`src/verilog/sbo_relay_pkg.sv`:
```
// package for the select-before-operate relay output block
// assumes one 100 MHz clock and plain-port control from the cpu side
package sbo_relay_pkg;

	// ****************************************
	// timing
	// ****************************************
	localparam int unsigned CLK_MHZ         = 100;
	localparam int unsigned BLINK_HALF_MS   = 250;
	localparam int unsigned BLINK_HALF_CYC  = BLINK_HALF_MS * 1000 * CLK_MHZ;
	localparam int unsigned CHECK_US        = 1;
	localparam int unsigned CHECK_CYC       = CHECK_US * CLK_MHZ;

	// ****************************************
	// reset values and switch codes
	// ****************************************
	localparam logic [1:0] SW_SOFT    = 2'h1; // sw1 on, sw2 off
	localparam logic [1:0] SW_INHIBIT = 2'h3; // both on
	localparam logic       RST_OUT    = 1'h0;

	typedef enum logic [1:0] {
		INH_OFF,
		INH_SOFT,
		INH_ON
	} inhibit_mode_t;

	// per-output fail-safe and mask configuration
	typedef struct packed {
		logic keep_last_value;
		logic predefined_value;
		logic mask;
	} out_cfg_t;

	// select request from the cpu
	typedef struct packed {
		logic       valid;
		logic [2:0] index;
		logic       value;
	} sel_req_t;

endpackage

```
`src/verilog/select_before_operate_relay_output.sv`:
```
// select-before-operate control for eight relay outputs, two relays each
// assumes relay back indications and supply sense arrive asynchronously
`timescale 1ns/1ps

module select_before_operate_relay_output #(
	parameter int unsigned N_OUT    = 8,
	parameter int unsigned BLINK_CYC = sbo_relay_pkg::BLINK_HALF_CYC
) (
	// clock and reset
	input  wire logic                              clk,
	input  wire logic                              nrst,
	// cpu commands
	input  wire sbo_relay_pkg::sel_req_t           select_req,
	input  wire logic                              deselect,
	input  wire logic [N_OUT-1:0]                  out_value,
	input  wire sbo_relay_pkg::out_cfg_t [N_OUT-1:0] out_cfg,
	input  wire logic                              prog_running,
	input  wire logic                              cpu_link_ok,
	input  wire logic                              freeze,
	input  wire logic                              sleep,
	input  wire logic                              site_inhibit_en,
	input  wire logic                              module_fault,
	// switch and supply pins
	input  wire logic [1:0]                        inhibit_mode_switch,
	input  wire logic                              inhibit_input_closed,
	input  wire logic                              controlled_relay_supply,
	// relay back indications, a/b relay per output
	input  wire logic [2*N_OUT-1:0]                select_back,
	input  wire logic [2*N_OUT-1:0]                contact_back,
	// relay drive
	output logic [2*N_OUT-1:0]                     relay_select,
	output logic                                   operate_en,
	output logic [2*N_OUT-1:0]                     relay_energise,
	// status to cpu
	output logic [2*N_OUT-1:0]                     select_back_status,
	output logic [2*N_OUT-1:0]                     contact_back_status,
	output logic                                   inhibited,
	output logic                                   select_error,
	output logic                                   select_busy,
	output logic [N_OUT-1:0]                       position_mismatch,
	output logic                                   failure_status,
	output logic                                   error_led,
	output logic                                   controlled_supply_led,
	output logic                                   sleeping
);

	// ****************************************
	// elaboration checks
	// ****************************************
	// the select index is three bits wide and the check counter is
	// sixteen, so the output count is pinned rather than left free;
	// a blink divider of one would toggle the led every clock, and zero would wrap the compare
	initial begin
		if (N_OUT != 8)
			$error("select_before_operate_relay_output serves exactly eight outputs");
		if (BLINK_CYC < 2)
			$error("BLINK_CYC must be at least two");
	end

	// ****************************************
	// pin synchronisers
	// ****************************************
	// every pin that comes from outside the clock domain is gathered
	// into one vector so all share the same two-stage synchroniser;
	// the cost is two cycles of lag on every back indication, which
	// the select check and mismatch logic already allow for
	// hazard: only the second stage may be read, the first can be
	// metastable for part of a cycle after a pin edge
	localparam int SW = 4 + 4 * N_OUT;
	logic [SW-1:0] pin_s1_r;
	logic [SW-1:0] pin_s2_r;
	wire  [SW-1:0] pin_raw = {inhibit_mode_switch, inhibit_input_closed,
		controlled_relay_supply, select_back, contact_back};

	// two stages before any logic looks at a pin
	always_ff @(posedge clk or negedge nrst) begin
		if (!nrst) begin
			pin_s1_r <= '0;
			pin_s2_r <= '0;
		end else begin
			pin_s1_r <= pin_raw;
			pin_s2_r <= pin_s1_r;
		end
	end

	// slices of the synchronised vector, in the order packed above
	// contact indications sit lowest, switch bits highest
	wire [2*N_OUT-1:0] cont_s = pin_s2_r[2*N_OUT-1:0];
	wire [2*N_OUT-1:0] selb_s = pin_s2_r[4*N_OUT-1:2*N_OUT];
	wire               supply_s = pin_s2_r[4*N_OUT];
	wire               inh_closed_s = pin_s2_r[4*N_OUT+1];
	wire [1:0]         sw_s = pin_s2_r[4*N_OUT+3:4*N_OUT+2];

	// ****************************************
	// inhibit decode
	// ****************************************
	// the switch has four positions but only three meanings: two of
	// them leave inhibiting off, one hands the choice to software and
	// the last forces it on; any code not matched falls to off, which
	// is the safe reading when a switch contact is half made
	function automatic sbo_relay_pkg::inhibit_mode_t decode_sw(input logic [1:0] s);
		if (s == sbo_relay_pkg::SW_INHIBIT)
			return sbo_relay_pkg::INH_ON;
		else if (s == sbo_relay_pkg::SW_SOFT)
			return sbo_relay_pkg::INH_SOFT;
		else
			return sbo_relay_pkg::INH_OFF;
	endfunction

	// switch selects mode; soft mode follows site configuration
	wire sbo_relay_pkg::inhibit_mode_t inh_mode = decode_sw(sw_s);
	wire inh_enabled = (inh_mode == sbo_relay_pkg::INH_ON) ||
		((inh_mode == sbo_relay_pkg::INH_SOFT) && site_inhibit_en);
	// with inhibiting enabled, an open inhibit input or missing controlled supply stops the coils
	wire inh_active = inh_enabled && (!inh_closed_s || !supply_s);
	// sleep and fault both send the sequencer back to idle and freeze the logical state;
	// no relay is driven while either holds
	wire active = !sleep && !module_fault;

	// ****************************************
	// logical output values
	// ****************************************
	// each output has a logical state kept here; priority from high to
	// low is freeze, fail-safe, mask, then the program's own value
	// limitation: keep-last in fail-safe simply holds this register, so
	// a value written just before the link drops is the one kept
	logic [N_OUT-1:0] out_state_r;
	logic [N_OUT-1:0] out_nxt;
	wire failsafe = !prog_running || !cpu_link_ok;

	// fail-safe, mask and freeze priority per output
	genvar g;
	generate
		for (g = 0; g < N_OUT; g++) begin : g_out
			wire fs_val = out_cfg[g].keep_last_value ? out_state_r[g] :
				out_cfg[g].predefined_value;
			wire run_val = out_cfg[g].mask ? out_cfg[g].predefined_value :
				out_value[g];
			assign out_nxt[g] = freeze ? out_state_r[g] :
				(failsafe ? fs_val : run_val);
		end
	endgenerate

	// frozen while inhibited so the state stays put until supply returns;
	// trade-off: program writes made during the inhibit are lost rather
	// than queued, so the program must rewrite after supply returns
	always_ff @(posedge clk or negedge nrst) begin
		if (!nrst)
			out_state_r <= '0;
		else if (active && !inh_active)
			out_state_r <= out_nxt;
	end

	// ****************************************
	// select before operate sequence
	// ****************************************
	// idle: nothing selected, operate low
	// select: relays of one output selected, waiting for the select
	//   indication to show exactly that pair and nothing else
	// operate: indication confirmed, coils may be energised
	// any loss of the confirmed indication in operate drops straight
	// back to idle with the error flag raised, so a relay that was
	// selected by a wiring fault can never stay energised
	typedef enum logic [1:0] {
		ST_IDLE,
		ST_SELECT,
		ST_OPERATE
	} sbo_state_t;

	sbo_state_t       state_r;
	logic [2:0]       sel_idx_r;
	logic             sel_val_r;
	logic [15:0]      chk_cnt_r;
	logic             sel_err_r;

	// the pair wanted for the chosen output; the whole vector is
	// compared so a stray relay anywhere else also blocks operate
	wire [2*N_OUT-1:0] want_sel = (2*N_OUT)'(2'h3) << {sel_idx_r, 1'h0};
	wire sel_ok = (selb_s == want_sel);
	wire chk_done = (chk_cnt_r == 16'(sbo_relay_pkg::CHECK_CYC));
	// requests are only looked at in idle, so a second select while
	// one output is held is dropped without a trace
	wire take_sel = select_req.valid && (state_r == ST_IDLE);

	// select, wait for matching indication, then operate
	always_ff @(posedge clk or negedge nrst) begin
		if (!nrst) begin
			state_r   <= ST_IDLE;
			sel_idx_r <= 3'h0;
			sel_val_r <= 1'h0;
			chk_cnt_r <= 16'h0000;
			sel_err_r <= 1'h0;
		end else begin
			unique case (state_r)
				ST_IDLE: begin
					chk_cnt_r <= 16'h0000;
					if (take_sel && active) begin
						sel_idx_r <= select_req.index;
						sel_val_r <= select_req.value;
						sel_err_r <= 1'h0;
						state_r   <= ST_SELECT;
					end
				end
				ST_SELECT: begin
					if (!active || deselect)
						state_r <= ST_IDLE;
					else if (sel_ok)
						state_r <= ST_OPERATE;
					else if (chk_done) begin
						sel_err_r <= 1'h1;
						state_r   <= ST_IDLE;
					end else
						chk_cnt_r <= chk_cnt_r + 16'h0001;
				end
				ST_OPERATE: begin
					if (!active || deselect || !sel_ok) begin
						sel_err_r <= !sel_ok;
						state_r   <= ST_IDLE;
					end
				end
			endcase
		end
	end

	// ****************************************
	// relay drive
	// ****************************************
	// selection follows the state directly; operate additionally needs
	// the value to be one, no inhibit and the supply present, and each
	// coil is only driven where its own select indication is seen, so
	// a relay that dropped out is not energised blind
	wire [2*N_OUT-1:0] sel_nxt = (state_r == ST_IDLE) ? '0 : want_sel;
	wire op_nxt = (state_r == ST_OPERATE) && sel_val_r && !inh_active
		&& supply_s;
	wire [2*N_OUT-1:0] en_nxt = op_nxt ? (sel_nxt & selb_s) : '0;

	// ****************************************
	// status and leds
	// ****************************************
	// the led blink runs free from reset; it is only shown while the
	// supply is controlled and absent, so its phase does not matter
	logic [31:0] blink_cnt_r;
	logic        blink_r;
	wire blink_wrap = (blink_cnt_r == 32'(BLINK_CYC - 1));

	// blink divider for the supply led
	always_ff @(posedge clk or negedge nrst) begin
		if (!nrst) begin
			blink_cnt_r <= 32'h00000000;
			blink_r     <= 1'h0;
		end else if (blink_wrap) begin
			blink_cnt_r <= 32'h00000000;
			blink_r     <= !blink_r;
		end else
			blink_cnt_r <= blink_cnt_r + 32'h00000001;
	end

	// off when the supply is not under control, steady when controlled
	// and present, blinking when controlled and missing
	wire led_nxt = !inh_enabled ? 1'h0 : (supply_s ? 1'h1 : blink_r);
	wire [N_OUT-1:0] mism;
	generate
		for (g = 0; g < N_OUT; g++) begin : g_mis
			// the output reads as on only when both contacts are closed, and that must agree with the logical state
			assign mism[g] = !inh_active && active &&
				((cont_s[2*g+1:2*g] == 2'h3) != out_state_r[g]);
		end
	endgenerate

	// all outputs registered so nothing at the pins can glitch while
	// the decode above settles; the price is one cycle of latency on
	// every status bit, which the cpu side never notices
	// the status copies of the indications are the synchronised pins,
	// not the drive, so the program sees what the relays really did
	always_ff @(posedge clk or negedge nrst) begin
		if (!nrst) begin
			relay_select          <= '0;
			operate_en            <= 1'h0;
			relay_energise        <= '0;
			select_back_status    <= '0;
			contact_back_status   <= '0;
			inhibited             <= 1'h0;
			select_error          <= 1'h0;
			select_busy           <= 1'h0;
			position_mismatch     <= '0;
			failure_status        <= 1'h0;
			error_led             <= 1'h0;
			controlled_supply_led <= 1'h0;
			sleeping              <= 1'h0;
		end else begin
			relay_select          <= sel_nxt;
			operate_en            <= op_nxt;
			relay_energise        <= en_nxt;
			select_back_status    <= selb_s;
			contact_back_status   <= cont_s;
			inhibited             <= inh_active;
			select_error          <= sel_err_r;
			select_busy           <= (state_r != ST_IDLE);
			position_mismatch     <= mism;
			failure_status        <= module_fault;
			error_led             <= module_fault;
			controlled_supply_led <= led_nxt;
			sleeping              <= sleep;
		end
	end

endmodule

```
`config.mk`:
```
export PLATFORM = sky130hd
export DESIGN_NAME = select_before_operate_relay_output
export DESIGN_NICKNAME = d
export VERILOG_FILES = /design/src/verilog/sbo_relay_pkg.sv /design/src/verilog/select_before_operate_relay_output.sv
export SDC_FILE = /design/constraint.sdc
export NUM_CORES = 1
export LEC_CHECK = 0
export BUFFER_PORTS_ARGS = -buffer_cell sky130_fd_sc_hd__buf_4
export CORE_MARGIN = 2
export CORE_UTILIZATION = 40
export DETAILED_ROUTE_END_ITERATION = 10
export GPL_TIMING_DRIVEN = 0
export PLACE_DENSITY_LB_ADDON = 0.15
export SLEW_MARGIN = 15
export SYNTH_ARGS = -nofsm -noshare
export SYNTH_HDL_FRONTEND = slang
export SYNTH_SLANG_ARGS = --single-unit
```
`constraint.sdc`:
```
create_clock -name clk -period 2.8 [get_ports clk]
set_input_delay 0.42 -clock clk [delete_from_list [all_inputs] [get_ports clk]]
set_output_delay 0.42 -clock clk [all_outputs]
set_load 0.01 [all_outputs]
```
==> results by stage <==
Clock tree:
- The clock-pin slew on the worst setup and hold paths is 0.06 ns.
- The number of setup buffers added after CTS is 0.
- The number of buffers added by the clock tree synthesis step is 23.
- The master cell of the clock root buffer is clkbuf_16.
- At the later pin of the worst-skew pair, clock insertion delay measures 0.51 ns.
- The clock tree buffer depth is 3.
- The number of sinks driven by the clock tree is 207.
- TritonCTS built the clock tree.
- The total number of H-tree levels is 1.

Detailed routing:
- After detailed routing, the number of remaining DRC violations is 0.
- The remaining antenna violation count is 0.
- The highest metal layer used by the detailed router is met4.
- In this run, the number of DRC markers left after iteration 0 of detailed routing was 229.
- After detailed routing, the number of vias per cell comes to 4.90.
- The met1 layer wirelength in the final routing is 6700 um.
- The met3 wire length is 1220 um.
- After detailed routing, the average wire length per cell comes to 15.3 um.
- The wire length reported by the detailed router is 16000 um.
- The routed layout has 5143 vias.
- After detailed routing, the met2 layer carries 7730 um of wire.
- The first detailed-routing pass ran for 5 iterations.

Logic synthesis:
- The number of nets handed over by synthesis was 674.
- A synthesized cell averages 13.1 um^2.
- Among all flip-flop cells after synthesis, the most frequent one is dfrtp_1.
- Counting flops with a built-in enable in the synthesized netlist gives 0.
- Counting flops with an async set or reset pin after synthesis yields a share of 1.00.
- The most repeated cell in the gate-level netlist after synthesis is dfrtp_1.
- Of the post-synthesis cell area, the dominant cell type holds 0.677.
- Yosys attributes the largest share of cell area to dfrtp_1, mux2_2, xor2_1.
- By count the netlist is led by dfrtp_1, nor2_1, nand2_1.
- The synthesized netlist contains 50 unique library cells.
- The largest area contributor in the netlist is dfrtp_1.
- The number of storage elements in the synthesis netlist is 207.
- The part of the Yosys area used for sequential elements is 0.677.
- The area of the mapped netlist is 7650 um^2.
- The synthesized instance count is 586.
- During synthesis, Yosys emitted a total of 0 warnings.

Worst setup path:
- The path depth of the worst reg2reg path is 8.
- The worst-case register-to-register setup slack is 0.25 ns.
- In this run the critical register-to-register path is captured at out_state_r[7]$_DFFE_PN0P_.
- The largest fanout on the critical path is 9.
- The arrival time at the worst endpoint is 2.94 ns.
- The category of the worst setup path launch point is a flip-flop.
- The launch point of the worst reg-to-reg path is pin_s2_r[35]$_DFF_PN0_.
- The kind of end point of the critical path is a flip-flop.
- The required time of the worst setup path is 3.19 ns.
- The worst setup path category is reg -> reg.

Placement:
- The count of buffers added on input and output ports is 161.
- The detailed placer's ending HPWL is 11200 um.
- The congestion estimate from routability-driven global placement came to 0.785.
- In this run the cell area measured after placement is 9190 um^2.
- The worst setup timing slack at the placement stage is 0.0621 ns.

STA:
- Based on the critical path, the design can be clocked at up to 0.392 GHz.
- The final-report hold violation count is 0.
- The count of endpoints failing setup in the final report is 0.
- The total count of max-transition violations in the final report is 0.
- In this run the tightest slew margin relative to its limit is 0.528.
- The post-route worst setup slack is 0.251 ns.
- The final period utilization is 0.910.
- For the final routed database, the setup TNS stands at 0 ns.
- Counting I/O delays and the setup requirement, the final critical path takes 2.55 ns.
- Setup repair after global routing left no endpoint under its margin.
- The clock skew is 0.00889 ns.
- At the pin with the least slew margin, the transition time is 0.707 ns.

Finish:
- The final core utilization is 0.548.
- The number of antenna diodes is 0.
- Once layout is done, the placed cells without fillers occupy 10300 um^2.
- The final layout contains 887 nets.
- The area growth from synthesis to layout is 34.0%.
- Of the cells placed in the final design, the portion with a size suffix greater than 1 is 0.313.

Min path:
- The class of the tightest hold or removal check is in -> reg.
- The worst hold path terminates at pin_s1_r[2]$_DFF_PN0_.
- The cell count of the worst hold path is 1.
- The hold path startpoint is contact_back[2].

GRT:
- The total overflow reported by the global router is 0.
- The first global-routing pass estimated 26200 um of wire.
- The initial antenna violation count is 0.
- In the global route stage, overall resource usage came out at 0.160.
- Entering global routing, the biggest net connects 113 pins.
- The number of global-route vias before repair is 5234.

Floorplan:
- The effective utilization at floorplan is 0.409.
- The floorplan step set the die height to 142 um.
- Pin placement for this block handled 162 I/O pins.
- The core area is 18700 um^2.
- The die is 142 um wide.
- The floorplan has 50 rows.
- The die covers 20200 um^2.

Power and ir drop:
- In this run the power density over the cells is 742 nW/um^2.
- Summing internal, switching and leakage power gives 7610 uW.
- The leakage power figure is 0.00487 uW.
- VDD sags by at most 0.000471 V.

Run status:
- The run finished with clean final reports.

Flow run:
- The number of max-capacitance violations reported is 0.
==> cells in the final DEF, fill, tap and decap left out, types with 3 or more instances in the layout <==
| cell type | Yosys | routed |
|---|---|---|
| o21ai_1 | 5 | 5 |
| dlygate4sd3_1 | 0 | 26 |
| nor4_1 | 6 | 6 |
| o31ai_1 | 10 | 10 |
| nand3_1 | 19 | 19 |
| buf_6 | 5 | 5 |
| nor3b_1 | 4 | 4 |
| xnor2_1 | 14 | 14 |
| or4_1 | 8 | 8 |
| and2_1 | 10 | 10 |
| nand2_1 | 43 | 43 |
| mux2i_1 | 9 | 9 |
| buf_2 | 3 | 3 |
| or2_2 | 9 | 9 |
| a21oi_1 | 21 | 21 |
| and4b_1 | 5 | 5 |
| buf_4 | 9 | 169 |
| bufinv_16 | 0 | 3 |
| xor2_1 | 25 | 25 |
| nor2_1 | 49 | 49 |
| ha_1 | 6 | 6 |
| clkbuf_8 | 0 | 7 |
| mux2_2 | 20 | 20 |
| nand4_1 | 13 | 13 |
| nand2b_1 | 6 | 6 |
| nor3_1 | 11 | 11 |
| o21ai_0 | 7 | 7 |
| dfrtp_1 | 207 | 207 |
| and3_1 | 11 | 11 |
| inv_1 | 13 | 13 |
| clkbuf_16 | 0 | 23 |
| clkbuf_1 | 8 | 13 |
==> kinds of logic after synthesis <==
| family | Yosys count | synth area share |
|---|---|---|
| DFF | 207 | 0.677 |
| buffers and inverters | 38 | 0.0285 |
| AOI/OAI and AO/OA | 55 | 0.0468 |
| adders and majority gates | 6 | 0.00981 |
| xor gates and xnor gates | 39 | 0.0447 |
| and+or+nand+nor | 212 | 0.152 |
| muxes | 29 | 0.0412 |
==> metal layers <==
layer	vias to the layer above	global-route usage
li1	2434	-
met1	2515	0.206
met2	168	0.268
met3	26	0.0458
met4	0	0.0412
met5	-	0
==> stage by stage <==
step	instances	hold WS (ns)
after global routing	1050	0.00254
after detailed placement	982	0.335
final	1050	0.0217
after global placement	981	0.331
after CTS	1050	0.00110
after floorplan	586	0.124
==> registers in the layout, indices dropped and copies added, names as in the netlist, 3 cells and up <==
name	count
select_back_status	16
relay_energise	16
sel_idx_r	3
out_state_r	8
blink_cnt_r	32
pin_s2_r	36
contact_back_status	16
relay_select	8
pin_s1_r	36
position_mismatch	8
chk_cnt_r	16
==> worst max-delay path by stage <==
stage	start	end	cells after the start
2_1_floorplan	sel_idx_r[2]$_DFFE_PN0P_	state_r[1]$_DFFE_PN0P_	9
3_3_place_gp	nrst	contact_back_status[0]$_DFF_PN0_	1
3_5_place_dp	site_inhibit_en	out_state_r[7]$_DFFE_PN0P_	9
4_1_cts	pin_s2_r[35]$_DFF_PN0_	out_state_r[7]$_DFFE_PN0P_	8
5_1_grt	pin_s2_r[35]$_DFF_PN0_	out_state_r[1]$_DFFE_PN0P_	8
6_report	pin_s2_r[35]$_DFF_PN0_	out_state_r[7]$_DFFE_PN0P_	8
==> area by class of cell <==
class	instances	area, um^2
fill	1588	8450
sequential	207	5180
multi-input combinational	341	2250
timing repair buffer	188	1500
clock buffer	35	691
tap	234	293
buffer	25	169
clock inverter	7	116
inverter	13	48.8
==> worst max-delay path, stage by stage, from the launching register on <==
cell      delay (ns)
dfrtp_1         0.37
o21ai_1         0.31
a21oi_1         0.12
nand2b_1        0.17
clkbuf_1        0.30
or2_2           0.37
clkbuf_1        0.22
a21oi_1         0.20
mux2_2          0.35
==> what timing repair did <==
item,4_1_cts,5_1_grt
resized for setup,0,0
endpoints found under the hold margin,120,0
hold buffers,26,0
setup endpoints to repair,0,0
==> report_power, final <==
group	switching [uW]	internal (uW)
registers	138	3200
clock network	1150	1970
logic	596	547
total	1890	5720
(Power assumes the default switching activity.)
